### config.mk
export PLATFORM = sky130hd
export DESIGN_NAME = mlc_ctrl
export DESIGN_NICKNAME = d
export VERILOG_FILES = /design/src/core/mlc_pkg.sv /design/src/core/mlc_hold_filter.sv /design/src/core/mlc_ctrl.sv
export SDC_FILE = /design/constraint.sdc
export NUM_CORES = 1
export LEC_CHECK = 0
export BUFFER_PORTS_ARGS = -buffer_cell sky130_fd_sc_hd__buf_2
export CORE_MARGIN = 3
export CORE_UTILIZATION = 62
export CTS_CLUSTER_SIZE = 20
export DETAILED_ROUTE_END_ITERATION = 8
export PLACE_DENSITY = 0.82
export SLEW_MARGIN = 20
export SYNTH_ARGS = -nofsm -noshare
export SYNTH_HDL_FRONTEND = slang
export SYNTH_SLANG_ARGS = --single-unit
### constraint.sdc
create_clock -name core_clk -period 4.5 [get_ports core_clk]
set_input_delay 0.9 -clock core_clk [delete_from_list [all_inputs] [get_ports core_clk]]
set_output_delay 0.9 -clock core_clk [all_outputs]
set_load 0.03 [all_outputs]
### src/core/mlc_pkg.sv
// Purpose: constants for the mass lock and centre controller
// Assumes: core_clk at 250 MHz
// Notes:   long counts are top-level parameters
package mlc_pkg;
  localparam int unsigned CLK_HZ         = 250_000_000;
  localparam int unsigned HOLD_TIME_S    = 7;
  localparam longint      HOLD_CYCLES    = longint'(HOLD_TIME_S) * CLK_HZ;
  localparam int unsigned STAGE_TIME_MS  = 2000;
  localparam int unsigned TILT_TIME_MS   = 6000;
  localparam int unsigned GAP_TIME_MS    = 250;
  localparam int unsigned BLINK_TIME_MS  = 125;
  localparam longint      STAGE_CYCLES   = longint'(STAGE_TIME_MS) * (CLK_HZ / 1000);
  localparam longint      TILT_CYCLES    = longint'(TILT_TIME_MS) * (CLK_HZ / 1000);
  localparam longint      GAP_CYCLES     = longint'(GAP_TIME_MS) * (CLK_HZ / 1000);
  localparam longint      BLINK_CYCLES   = longint'(BLINK_TIME_MS) * (CLK_HZ / 1000);
  localparam int          CNT_W          = 32;
  localparam int          N_CMD          = 3;
  localparam int          CMD_LOCK       = 0;
  localparam int          CMD_UNLOCK     = 1;
  localparam int          CMD_CENTRE     = 2;
  localparam int          N_AXIS         = 3;
  localparam int          AX_Z           = 0;
  localparam int          AX_NS          = 1;
  localparam int          AX_EW          = 2;
  typedef enum logic [1:0] {SEQ_NONE, SEQ_LOCK, SEQ_UNLOCK, SEQ_CENTRE}
    mlc_seq_type;
  typedef enum logic [2:0] {ST_IDLE, ST_CHECK, ST_RUN, ST_GAP}
    mlc_state_type;
endpackage

### src/core/mlc_hold_filter.sv
// Purpose: qualify one active-low command line by hold time
// Assumes: line asynchronous to core_clk
// Notes:   one-cycle pulse once the line has stayed low long enough
`timescale 1ns/1ns
`default_nettype none
module mlc_hold_filter
  import mlc_pkg::*;
#(
  parameter logic [CNT_W-1:0] HOLD = CNT_W'(HOLD_CYCLES)
)(
  input  wire logic core_clk,
  input  wire logic resetn,
  input  wire logic line_n,
  output logic      held,
  output logic      fire
);
  typedef struct packed {
    logic             s1;
    logic             s2;
    logic [CNT_W-1:0] cnt;
    logic             done;
    logic             fire;
  } mlc_flt_type;
  mlc_flt_type st_reg, st_next;

  always_comb
  begin
    st_next      = st_reg;
    st_next.s1   = line_n;
    st_next.s2   = st_reg.s1;
    st_next.fire = 1'b0;
    if (st_reg.s2)
    begin
      st_next.cnt  = '0;
      st_next.done = 1'b0;
    end
    else if (!st_reg.done)
    begin
      if (st_reg.cnt >= HOLD - 1'b1)
      begin
        st_next.done = 1'b1;
        st_next.fire = 1'b1;
      end
      else
        st_next.cnt = st_reg.cnt + 1'b1;
    end
  end

  always_ff @(posedge core_clk or negedge resetn)
  begin
    if (!resetn)
      st_reg <= '{s1: 1'b1, s2: 1'b1, cnt: '0, done: 1'b0, fire: 1'b0};
    else
      st_reg <= st_next;
  end

  assign fire = st_reg.fire;
  assign held = !st_reg.s2;
endmodule
`default_nettype wire

### src/core/mlc_ctrl.sv
// Purpose: sequence lock, unlock and centre across three masses
// Assumes: limit switches and offset comparators arrive as levels
// Notes:   stage times are parameters so simulation can shorten them
`timescale 1ns/1ns
`default_nettype none
module mlc_ctrl
  import mlc_pkg::*;
#(
  parameter logic [CNT_W-1:0] HOLD  = CNT_W'(HOLD_CYCLES),
  parameter logic [CNT_W-1:0] STAGE = CNT_W'(STAGE_CYCLES),
  parameter logic [CNT_W-1:0] TILT  = CNT_W'(TILT_CYCLES),
  parameter logic [CNT_W-1:0] GAP   = CNT_W'(GAP_CYCLES),
  parameter logic [CNT_W-1:0] BLINK = CNT_W'(BLINK_CYCLES)
)(
  input  wire logic                core_clk,
  input  wire logic                resetn,
  input  wire logic                lock_cmd_n,
  input  wire logic                unlock_cmd_n,
  input  wire logic                centre_cmd_n,
  input  wire logic [N_AXIS-1:0]   mass_clamped,
  input  wire logic [N_AXIS-1:0]   offset_over,
  input  wire logic [N_AXIS-1:0]   cal_enable,
  output logic [N_AXIS-1:0]        clamp_lock,
  output logic [N_AXIS-1:0]        clamp_release,
  output logic [1:0]               base_tilt_lock,
  output logic [1:0]               base_tilt_release,
  output logic [N_AXIS-1:0]        centre_drive,
  output logic [N_AXIS-1:0]        cal_relay,
  output logic                     busy_led,
  output logic                     power_save
);
  logic [N_CMD-1:0] line_n;
  logic [N_CMD-1:0] held;
  logic [N_CMD-1:0] fire;
  logic [N_CMD-1:0] line_n_sync;
  logic [12:0]      motor_bits;

  logic [N_AXIS-1:0] cal_s1_reg;
  logic [N_AXIS-1:0] cal_s2_reg;
  logic [N_AXIS-1:0] clmp_s1_reg;
  logic [N_AXIS-1:0] clmp_s2_reg;
  logic [N_AXIS-1:0] off_s1_reg;
  logic [N_AXIS-1:0] off_s2_reg;

  assign line_n[CMD_LOCK]   = lock_cmd_n;
  assign line_n[CMD_UNLOCK] = unlock_cmd_n;
  assign line_n[CMD_CENTRE] = centre_cmd_n;
  assign line_n_sync        = ~held;

  genvar gi;
  generate
    for (gi = 0; gi < N_CMD; gi++)
    begin : g_flt
      mlc_hold_filter #(.HOLD(HOLD)) u_flt (
        .core_clk (core_clk),
        .resetn   (resetn),
        .line_n   (line_n[gi]),
        .held     (held[gi]),
        .fire     (fire[gi])
      );
    end
  endgenerate

  always_ff @(posedge core_clk or negedge resetn)
  begin
    if (!resetn)
    begin
      cal_s1_reg  <= '0;
      cal_s2_reg  <= '0;
      clmp_s1_reg <= '0;
      clmp_s2_reg <= '0;
      off_s1_reg  <= '0;
      off_s2_reg  <= '0;
    end
    else
    begin
      cal_s1_reg  <= cal_enable;
      cal_s2_reg  <= cal_s1_reg;
      clmp_s1_reg <= mass_clamped;
      clmp_s2_reg <= clmp_s1_reg;
      off_s1_reg  <= offset_over;
      off_s2_reg  <= off_s1_reg;
    end
  end

  typedef struct packed {
    mlc_state_type    state;
    mlc_seq_type      seq;
    logic [2:0]       stage;
    logic [CNT_W-1:0] tmr;
    logic [CNT_W-1:0] blink_tmr;
    logic             blink;
    logic             chain_centre;
    logic [N_AXIS-1:0] clamp_lock;
    logic [N_AXIS-1:0] clamp_release;
    logic [1:0]       tilt_lock;
    logic [1:0]       tilt_release;
    logic [N_AXIS-1:0] centre_drive;
    logic [N_AXIS-1:0] cal_relay;
    logic             busy;
    logic             psave;
  } mlc_ctrl_type;
  mlc_ctrl_type st_reg, st_next;

  logic clamped_any;
  logic [2:0] last_stage;
  logic [CNT_W-1:0] stage_len;
  assign clamped_any = |clmp_s2_reg;

  always_comb
  begin
    last_stage = 3'h4;
    stage_len  = STAGE;
    case (st_reg.seq)
      SEQ_LOCK:
      begin
        last_stage = 3'h4;
        stage_len  = (st_reg.stage >= 3'h3) ? TILT : STAGE;
      end
      SEQ_UNLOCK:
      begin
        last_stage = 3'h4;
        stage_len  = (st_reg.stage >= 3'h3) ? TILT : STAGE;
      end
      SEQ_CENTRE:
      begin
        last_stage = 3'h2;
        stage_len  = STAGE;
      end
      default:
      begin
        last_stage = 3'h4;
        stage_len  = STAGE;
      end
    endcase
  end

  always_comb
  begin
    st_next               = st_reg;
    st_next.clamp_lock    = '0;
    st_next.clamp_release = '0;
    st_next.tilt_lock     = '0;
    st_next.tilt_release  = '0;
    st_next.centre_drive  = '0;
    st_next.cal_relay     = cal_s2_reg;
    st_next.busy          = 1'b0;
    st_next.psave         = 1'b0;
    case (st_reg.state)
      ST_IDLE:
      begin
        st_next.psave = &line_n_sync;
        if (fire[CMD_LOCK])
        begin
          st_next.seq   = SEQ_LOCK;
          st_next.state = ST_RUN;
          st_next.stage = 3'h0;
          st_next.tmr   = '0;
        end
        else if (fire[CMD_UNLOCK])
        begin
          st_next.seq   = SEQ_UNLOCK;
          st_next.state = ST_CHECK;
        end
        else if (fire[CMD_CENTRE] && !clamped_any && (|off_s2_reg))
        begin
          st_next.seq   = SEQ_CENTRE;
          st_next.state = ST_RUN;
          st_next.stage = 3'h0;
          st_next.tmr   = '0;
        end
      end
      ST_CHECK:
      begin
        st_next.busy  = 1'b1;
        st_next.stage = 3'h0;
        st_next.tmr   = '0;
        st_next.chain_centre = 1'b1;
        st_next.state = ST_RUN;
      end
      ST_RUN:
      begin
        st_next.busy = (st_reg.seq == SEQ_LOCK) ? 1'b1 : st_reg.blink;
        case (st_reg.seq)
          SEQ_LOCK:
          begin
            if (st_reg.stage < 3'h3)
              st_next.clamp_lock[st_reg.stage[1:0]] = 1'b1;
            else
              st_next.tilt_lock[st_reg.stage[0] ? 0 : 1] = 1'b1;
          end
          SEQ_UNLOCK:
          begin
            if (st_reg.stage < 3'h3)
              st_next.clamp_release[st_reg.stage[1:0]] = 1'b1;
            else
              st_next.tilt_release[st_reg.stage[0] ? 0 : 1] = 1'b1;
          end
          default:
            st_next.centre_drive[st_reg.stage[1:0]] =
              off_s2_reg[st_reg.stage[1:0]];
        endcase
        if (st_reg.tmr >= stage_len - 1'b1)
        begin
          st_next.tmr = '0;
          if (st_reg.stage == last_stage)
          begin
            if (st_reg.seq == SEQ_UNLOCK && st_reg.chain_centre)
            begin
              st_next.seq   = SEQ_CENTRE;
              st_next.stage = 3'h0;
              st_next.chain_centre = 1'b0;
            end
            else
            begin
              st_next.state = ST_IDLE;
              st_next.seq   = SEQ_NONE;
            end
          end
          else
            st_next.state = ST_GAP;
        end
        else
          st_next.tmr = st_reg.tmr + 1'b1;
      end
      ST_GAP:
      begin
        st_next.busy = 1'b0;
        if (st_reg.tmr >= GAP - 1'b1)
        begin
          st_next.tmr   = '0;
          st_next.stage = st_reg.stage + 3'h1;
          st_next.state = ST_RUN;
        end
        else
          st_next.tmr = st_reg.tmr + 1'b1;
      end
      default:
        st_next.state = ST_IDLE;
    endcase
    if (st_reg.blink_tmr >= BLINK - 1'b1)
    begin
      st_next.blink_tmr = '0;
      st_next.blink     = !st_reg.blink;
    end
    else
      st_next.blink_tmr = st_reg.blink_tmr + 1'b1;
  end

  always_ff @(posedge core_clk or negedge resetn)
  begin
    if (!resetn)
      st_reg <= '0;
    else
      st_reg <= st_next;
  end

  assign clamp_lock        = st_reg.clamp_lock;
  assign clamp_release     = st_reg.clamp_release;
  assign base_tilt_lock    = st_reg.tilt_lock;
  assign base_tilt_release = st_reg.tilt_release;
  assign centre_drive      = st_reg.centre_drive;
  assign cal_relay         = st_reg.cal_relay;
  assign busy_led          = st_reg.busy;
  assign power_save        = st_reg.psave;
  assign motor_bits        = {centre_drive, base_tilt_release, clamp_release,
                              base_tilt_lock, clamp_lock};
endmodule
`default_nettype wire

==> results of run 1 <==
power groups by stage:
| stage | registers, uW | clock network (uW) | logic (uW) |
|---|---|---|---|
| finish | 2010 | 1990 | 75.5 |
| global route | 2010 | 2120 | 87.9 |
| CTS | 2010 | 2030 | 79.3 |
| detailed placement | 2040 | 0 | 78.2 |
| global placement | 2040 | 0 | 75.8 |
| floorplan | 2030 | 0 | 36.7 |
worst max-delay path, cell delays in order (launching register included):
cell	delay, ns
dfrtp_1	0.47
ha_1	0.25
ha_1	0.19
a211oi_2	0.29
nor2_2	0.14
inv_1	0.17
ha_1	0.26
o211ai_1	0.15
a21boi_0	0.12
a221oi_2	0.24
o211ai_1	0.11
a211o_1	0.46
and2_1	0.23
nand2b_1	0.44
o41ai_1	0.40
worst max path at each step:
stage               startpoint  slack, ns          to
floorplan           st_reg[84]       1.21  st_reg[72]
finish              st_reg[84]       0.45  st_reg[71]
global placement    st_reg[84]       0.64  st_reg[57]
CTS                 st_reg[84]       0.50  st_reg[71]
global route        st_reg[85]       0.01  st_reg[60]
detailed placement  st_reg[84]       0.51  st_reg[65]
metrics by stage:
stage | utilization | hold slack (ns)
6_report | 0.703 | 0.349
5_1_grt | 0.703 | 0.365
4_1_cts | 0.703 | 0.353
3_5_place_dp | 0.654 | 0.335
3_3_place_gp | 0.654 | 0.331
2_1_floorplan | - | 0.331
layout make-up:
type / instances / share of cell area
inverters: 19 / 0.00608
flip-flops and latches: 217 / 0.463
repair buffers: 37 / 0.0190
well taps: 220 / 0.0235
multi-input cells: 801 / 0.419
clock buffers: 29 / 0.0535
clock inverters: 13 / 0.0151
logic make-up after synthesis:
family / count (synthesis) / share of synthesized area
buf+inv: 72 / 0.0331
flops: 217 / 0.509
xor+xnor: 97 / 0.0795
mux: 11 / 0.0104
fa+ha+maj: 22 / 0.0257
other cells: 1 / 0.000351
compound gates: 156 / 0.0974
simple gates: 508 / 0.245
Yosys cell counts (14+ instances only):
cell / n / share of area
inv_1: 19 / 0.0067
a21oi_1: 35 / 0.016
nor3_1: 17 / 0.0080
or3_1: 16 / 0.0094
nor2_1: 159 / 0.056
and2_1: 18 / 0.011
buf_4: 17 / 0.012
nor4_1: 14 / 0.0082
xor2_1: 64 / 0.052
nand3_1: 54 / 0.025
nand4_1: 34 / 0.020
nand2_1: 94 / 0.033
ha_1: 22 / 0.026
xnor2_1: 33 / 0.027
clkbuf_1: 28 / 0.0098
o21ai_0: 48 / 0.022
dfrtp_1: 211 / 0.49
and3_1: 32 / 0.019
per-layer routing:
metal,track usage,up-vias,part of all wire
met4,0.0726,0,0.024
met2,0.410,207,0.49
met3,0.0347,46,0.040
met5,0,-,0
met1,0.331,3899,0.44
li1,-,3820,-
==> impl_metrics.py, run 1 <==
metrics = {
    "drt": {
        "drcViolationCount": 0,
        "vias": 7972,
        "antenna_left": 0,
        "dr.pass1.iters": 5,
        "wirelength_mm": 21.9,
        "first_iter_violations": 585,
        "avgRoutedWirePerCell_um": 16.4,
        "vias_per_cell": 5.97,
    },
    "clocking": {
        "post-cts-setup-buffer-count": 0,
        "path_clk_slew_ns": 0.06,
        "clock_latency_ns": 0.51,
        "cts_max_level": 1,
        "cts_buffers": 23,
        "clockBufferDepth": 3,
        "cts.sinks": 217,
        "cts_tree": "built",
        "cts_resized": 0,
        "cts_hold_buf": 0,
        "cts_root_buf": "clkbuf_16",
    },
    "logic_synthesis": {
        "synth_edf_count": 0,
        "yosysSeqAreaShare": 0.509,
        "ys_async_sr_fraction": 1.00,
        "ys.flop_type": "dfrtp_1",
        "post_synth.cell_area_avg_um2": 9.86,
        "synthesis.instances": 1084,
        "synth_area_mm2": 0.0107,
        "yosysWarnings": 0,
        "ys_ff_latch": 217,
        "yosys.cell_types.count": 77,
    },
    "global_route": {
        "gr-total-overflow": 0,
        "grt_pass1_vias": 8021,
        "grt_pass1_wl_mm": 38.0,
        "antenna_found_initial": 0,
        "grt_max_degree": 130,
        "track_usage": 0.243,
    },
    "layout": {
        "drive_gt1_frac": 0.0986,
        "fill_cells": 1236,
        "final_common_cell": "dfrtp_1",
        "multiInputGateArea_mm2": 0.00492,
        "num_antenna_cells": 0,
        "final-seq-area_mm2": 0.00544,
        "largest_reg_flops": 102,
        "mostFrequentLayoutCells": "211 x dfrtp_1, 159 x nor2_1, 94 x nand2_1",
        "stdcell_count": 1336,
        "fin_nets": 1135,
        "finish.instance_area_mm2": 0.0117,
        "syn_to_final_growth_pct": 9.76,
    },
    "hold_path": {
        "whs_endpoint": "cal_relay[0]",
        "hold_depth": 0,
        "min-delay-path-class": "reg2reg",
        "hold_start": "cal_s2_reg[0]",
    },
    "critical_path": {
        "arrival_ns": 4.43,
        "r2r-end": "st_reg[71]",
        "end_kind": "register",
        "path_class": "reg2reg",
        "reg2regPathDepth": 14,
        "path_max_fanout": 16,
        "worstSetupStartpointType": "register",
        "critPathRequiredTime_ns": 4.88,
        "r2r-start": "st_reg[84]",
        "reg2reg_slack_ns": 0.45,
    },
    "timing": {
        "tns_ns": 0,
        "finalHoldViolCount": 0,
        "period_needed_ns": 4.05,
        "rsz0062_at_grt": "false",
        "tightestPinTransition_ns": 0.937,
        "worst_slack_ns": 0.453,
        "slew_violations": 0,
        "slew_headroom": 0.367,
        "finalClockSkew_ns": 0.0169,
        "fmax_mhz": 247,
        "setup_viol": 0,
        "post-route-period-util": 0.899,
    },
    "pwr": {
        "clkPwrFrac": 0.489,
        "seqPwrFrac": 0.492,
        "ir_drop_uv": 455,
        "p_sw_frac": 0.210,
        "power_frac_comb": 0.019,
        "power_uw": 4080,
        "p_int_uw": 3220,
        "p_leak_uw": 0.00509,
        "power.switching_uw": 857,
        "powerDensity_mw_per_mm2": 348,
    },
    "outcome": {
        "status": "complete, no violations",
    },
    "placement": {
        "dp.cells": 1294,
        "pre_cts_ws_ns": 0.509,
        "place_area_mm2": 0.0109,
        "globalplace.congestion": 0.848,
        "post-dp-hpwl_mm": 14.0,
        "io_buffers": 31,
    },
    "floorplan": {
        "start_util": 0.640,
        "die_area_mm2": 0.0189,
        "ioPinCount": 32,
        "row_count": 47,
        "die_h_um": 137,
        "die_w_um": 137,
        "coreArea_mm2": 0.0167,
    },
    "run": {
        "cap_violations": 0,
    },
}
Power figures use the tool's default switching activity.
==> run 2, diff against run 1 <==
Settings changed: ABC_AREA set to 1, CORE_UTILIZATION 62 to 54, PLACE_DENSITY 0.82 to 0.73.
==> run 2 against run 1 <==
Clock-buffer cell count is 8 higher. Via count is 43% higher. Register-to-register slack better by 1.1 ns. Clock power hardly changed. Non-clock buffer count is 2 lower. Core utilization is 10 points lower. Largest cell class is now multi-input combinational cells. Area after synthesis is 24% higher. Critical path depth is 3 higher. Synthesized cell count is 67% higher. Hold slack worse by 0.0076 ns. Maximum frequency is 37% higher. Die area is 41% higher.
==> impl_metrics.py, run 2 <==
metrics = {
    "layout": {
        "largest_reg_flops": 102,
        "fin_nets": 1839,
        "drive_gt1_frac": 0.0714,
        "stdcell_count": 2140,
        "final_common_cell": "nand2_1",
        "finish.instance_area_mm2": 0.0143,
        "mostFrequentLayoutCells": "522 x nand2_1, 259 x nor2_1, 211 x dfrtp_1",
        "num_antenna_cells": 0,
        "syn_to_final_growth_pct": 7.42,
    },
    "critical_path": {
        "critPathRequiredTime_ns": 4.90,
        "worstSetupStartpointType": "register",
        "end_kind": "register",
        "path_class": "reg2reg",
        "crit_start": "st_reg[84]",
        "r2r-start": "st_reg[84]",
        "arrival_ns": 3.36,
        "path_max_fanout": 32,
    },
    "logic_synthesis": {
        "synth.most_common_cell": "nand2_1",
        "synth_compound_area_frac": 0.0311,
        "synth-simple-area-share": 0.377,
        "post_synth.cell_area_avg_um2": 7.36,
        "synthesis.instances": 1806,
        "synth_top_family_by_area": "simple AND/OR/NAND/NOR gates",
        "yosysSeqAreaShare": 0.409,
        "yosys-top-cells-area": "dfrtp_1 40%, nand2_1 15%, nor2_1 7.3%, xor2_1 5.9%, nand3_1 4.9%",
        "synth_area_mm2": 0.0133,
        "synth_common_cells": "522 x nand2_1, 260 x nor2_1, 211 x dfrtp_1",
        "ys_ff_latch": 217,
        "synth_top_area_cell": "dfrtp_1",
        "synthMuxAreaShare": 0,
        "yosysWarnings": 0,
        "yosys.cell_types.count": 53,
        "ys_async_sr_fraction": 1.00,
        "synth_edf_count": 0,
        "yosysTopAreaCellShare": 0.397,
        "synth_xor_area_frac": 0.0791,
        "synth_fa_ha_area_frac": 0.0207,
        "ys.flop_type": "dfrtp_1",
    },
    "hold_path": {
        "hold_start": "cal_s1_reg[0]",
        "min-delay-path-class": "reg2reg",
    },
    "floorplan": {
        "die_area_mm2": 0.0265,
        "row_count": 56,
        "die_w_um": 163,
        "ioPinCount": 32,
        "die_h_um": 163,
        "start_util": 0.558,
        "coreArea_mm2": 0.0238,
    },
    "timing": {
        "slew_headroom": 0.364,
        "finalClockSkew_ns": 0.0198,
        "fmax_mhz": 337,
        "tns_ns": 0,
        "slew_violations": 0,
        "post-route-period-util": 0.659,
        "setup_viol": 0,
        "finalHoldViolCount": 0,
        "hold_ws_ns": 0.342,
        "tightestPinTransition_ns": 0.952,
        "period_needed_ns": 2.96,
        "rsz0062_at_grt": "false",
        "worst_slack_ns": 1.54,
    },
    "clocking": {
        "cts.sinks": 217,
        "clock_latency_ns": 0.53,
        "cts_buffers": 25,
        "cts_resized": 0,
        "cts_tree": "built",
        "cts_hold_buf": 0,
        "cts_max_level": 1,
        "clockBufferDepth": 3,
        "cts_root_buf": "clkbuf_16",
        "path_clk_slew_ns": 0.06,
        "post-cts-setup-buffer-count": 0,
    },
    "global_route": {
        "track_usage": 0.237,
        "gr-total-overflow": 0,
        "grt_pass1_vias": 10800,
        "antenna_found_initial": 1,
        "grt_pass1_wl_mm": 52.8,
        "grt_max_degree": 114,
    },
    "drt": {
        "vias": 11400,
        "drcViolationCount": 0,
        "first_iter_violations": 769,
        "dr.pass1.iters": 5,
        "wirelength_mm": 30.8,
        "vias_per_cell": 5.34,
        "antenna_left": 0,
        "avgRoutedWirePerCell_um": 14.4,
    },
    "run": {
        "cap_violations": 0,
    },
    "placement": {
        "dp.cells": 2095,
        "place_area_mm2": 0.0135,
        "globalplace.congestion": 0.925,
        "io_buffers": 31,
        "post-dp-hpwl_mm": 22.1,
        "pre_cts_ws_ns": 1.54,
    },
    "outcome": {
        "status": "complete, no violations",
    },
    "pwr": {
        "p_leak_uw": 0.00657,
        "ir_drop_uv": 310,
        "powerDensity_mw_per_mm2": 285,
    },
}
run 2: cell count changes in the layout (fill, tap and decap cells not counted), sizes merged, moves of 33 or more:
cell and change:
inv +152, and3 -33, nand3 +88, nand2 +436
nor2 +104, nor3 +65
run 2: kinds of logic after synthesis:
kind of cell | after synthesis
DFF | 217
xor gates and xnor gates | 120
adders and majority gates | 22
other | 1
AOI/OAI and AO/OA | 71
and+or+nand+nor | 1131
buffers and inverters | 244
run 2: metal layers:
layer	global-route usage	wire length, um	vias up
li1	-	-	5769
met1	0.326	14200	5331
met2	0.397	14400	275
met3	0.0318	1370	61
met4	0.0615	840	0
met5	0	0	-
run 2: path summary, 6_finish.rpt:
kind / slack (ns) / end / cells past startpoint
hold / removal: 0.34 / cal_s2_reg[0] / 0
setup / recovery: 1.54 / st_reg[76] / 17
setup reg to reg: 1.54 / st_reg[76] / 17
max in group asynchronous: 3.07 / g_flt[2].u_flt.st_reg[34] / 2
min in group asynchronous: 0.43 / cal_relay[2] / 1
hold reg to reg: 0.34 / cal_s2_reg[0] / 0
run 2: area by class of cell:
type,count,area (um2)
Fill cell,2205,9540
Multi-Input combinational cell,1351,6780
Inverter,173,652
Tap cell,319,399
Clock buffer,37,731
Sequential cell,217,5440
Clock inverter,8,75.1
Timing Repair Buffer,35,208
run 2: power breakdown:
group / internal, uW / switching (uW) / total [uW]
combinational: 18.9 / 84.0 / 103
clock: 1180 / 798 / 1980
sequential: 1980 / 14.3 / 1990
run 2: metrics by stage:
step / total power [uW] / utilization
after global placement: 2130 / 0.566
after global routing: 4230 / 0.599
after floorplan: 2070 / -
after detailed placement: 2140 / 0.566
final: 4070 / 0.599
after CTS: 4130 / 0.599
run 2: worst max-delay path, stage by stage, from the launching register on:
cell and delay (ns):
dfrtp_1 0.50, ha_1 0.20, ha_1 0.13, inv_1 0.06
nand3_4 0.11, nand2_4 0.12, ha_1 0.30, inv_1 0.03
nor2_1 0.11, nand3_1 0.13, a21oi_4 0.15, nand2_1 0.06
nor2_1 0.09, nand3_1 0.09, nand3_2 0.23, nand2_4 0.29
nand3_1 0.15, nand2_1 0.07
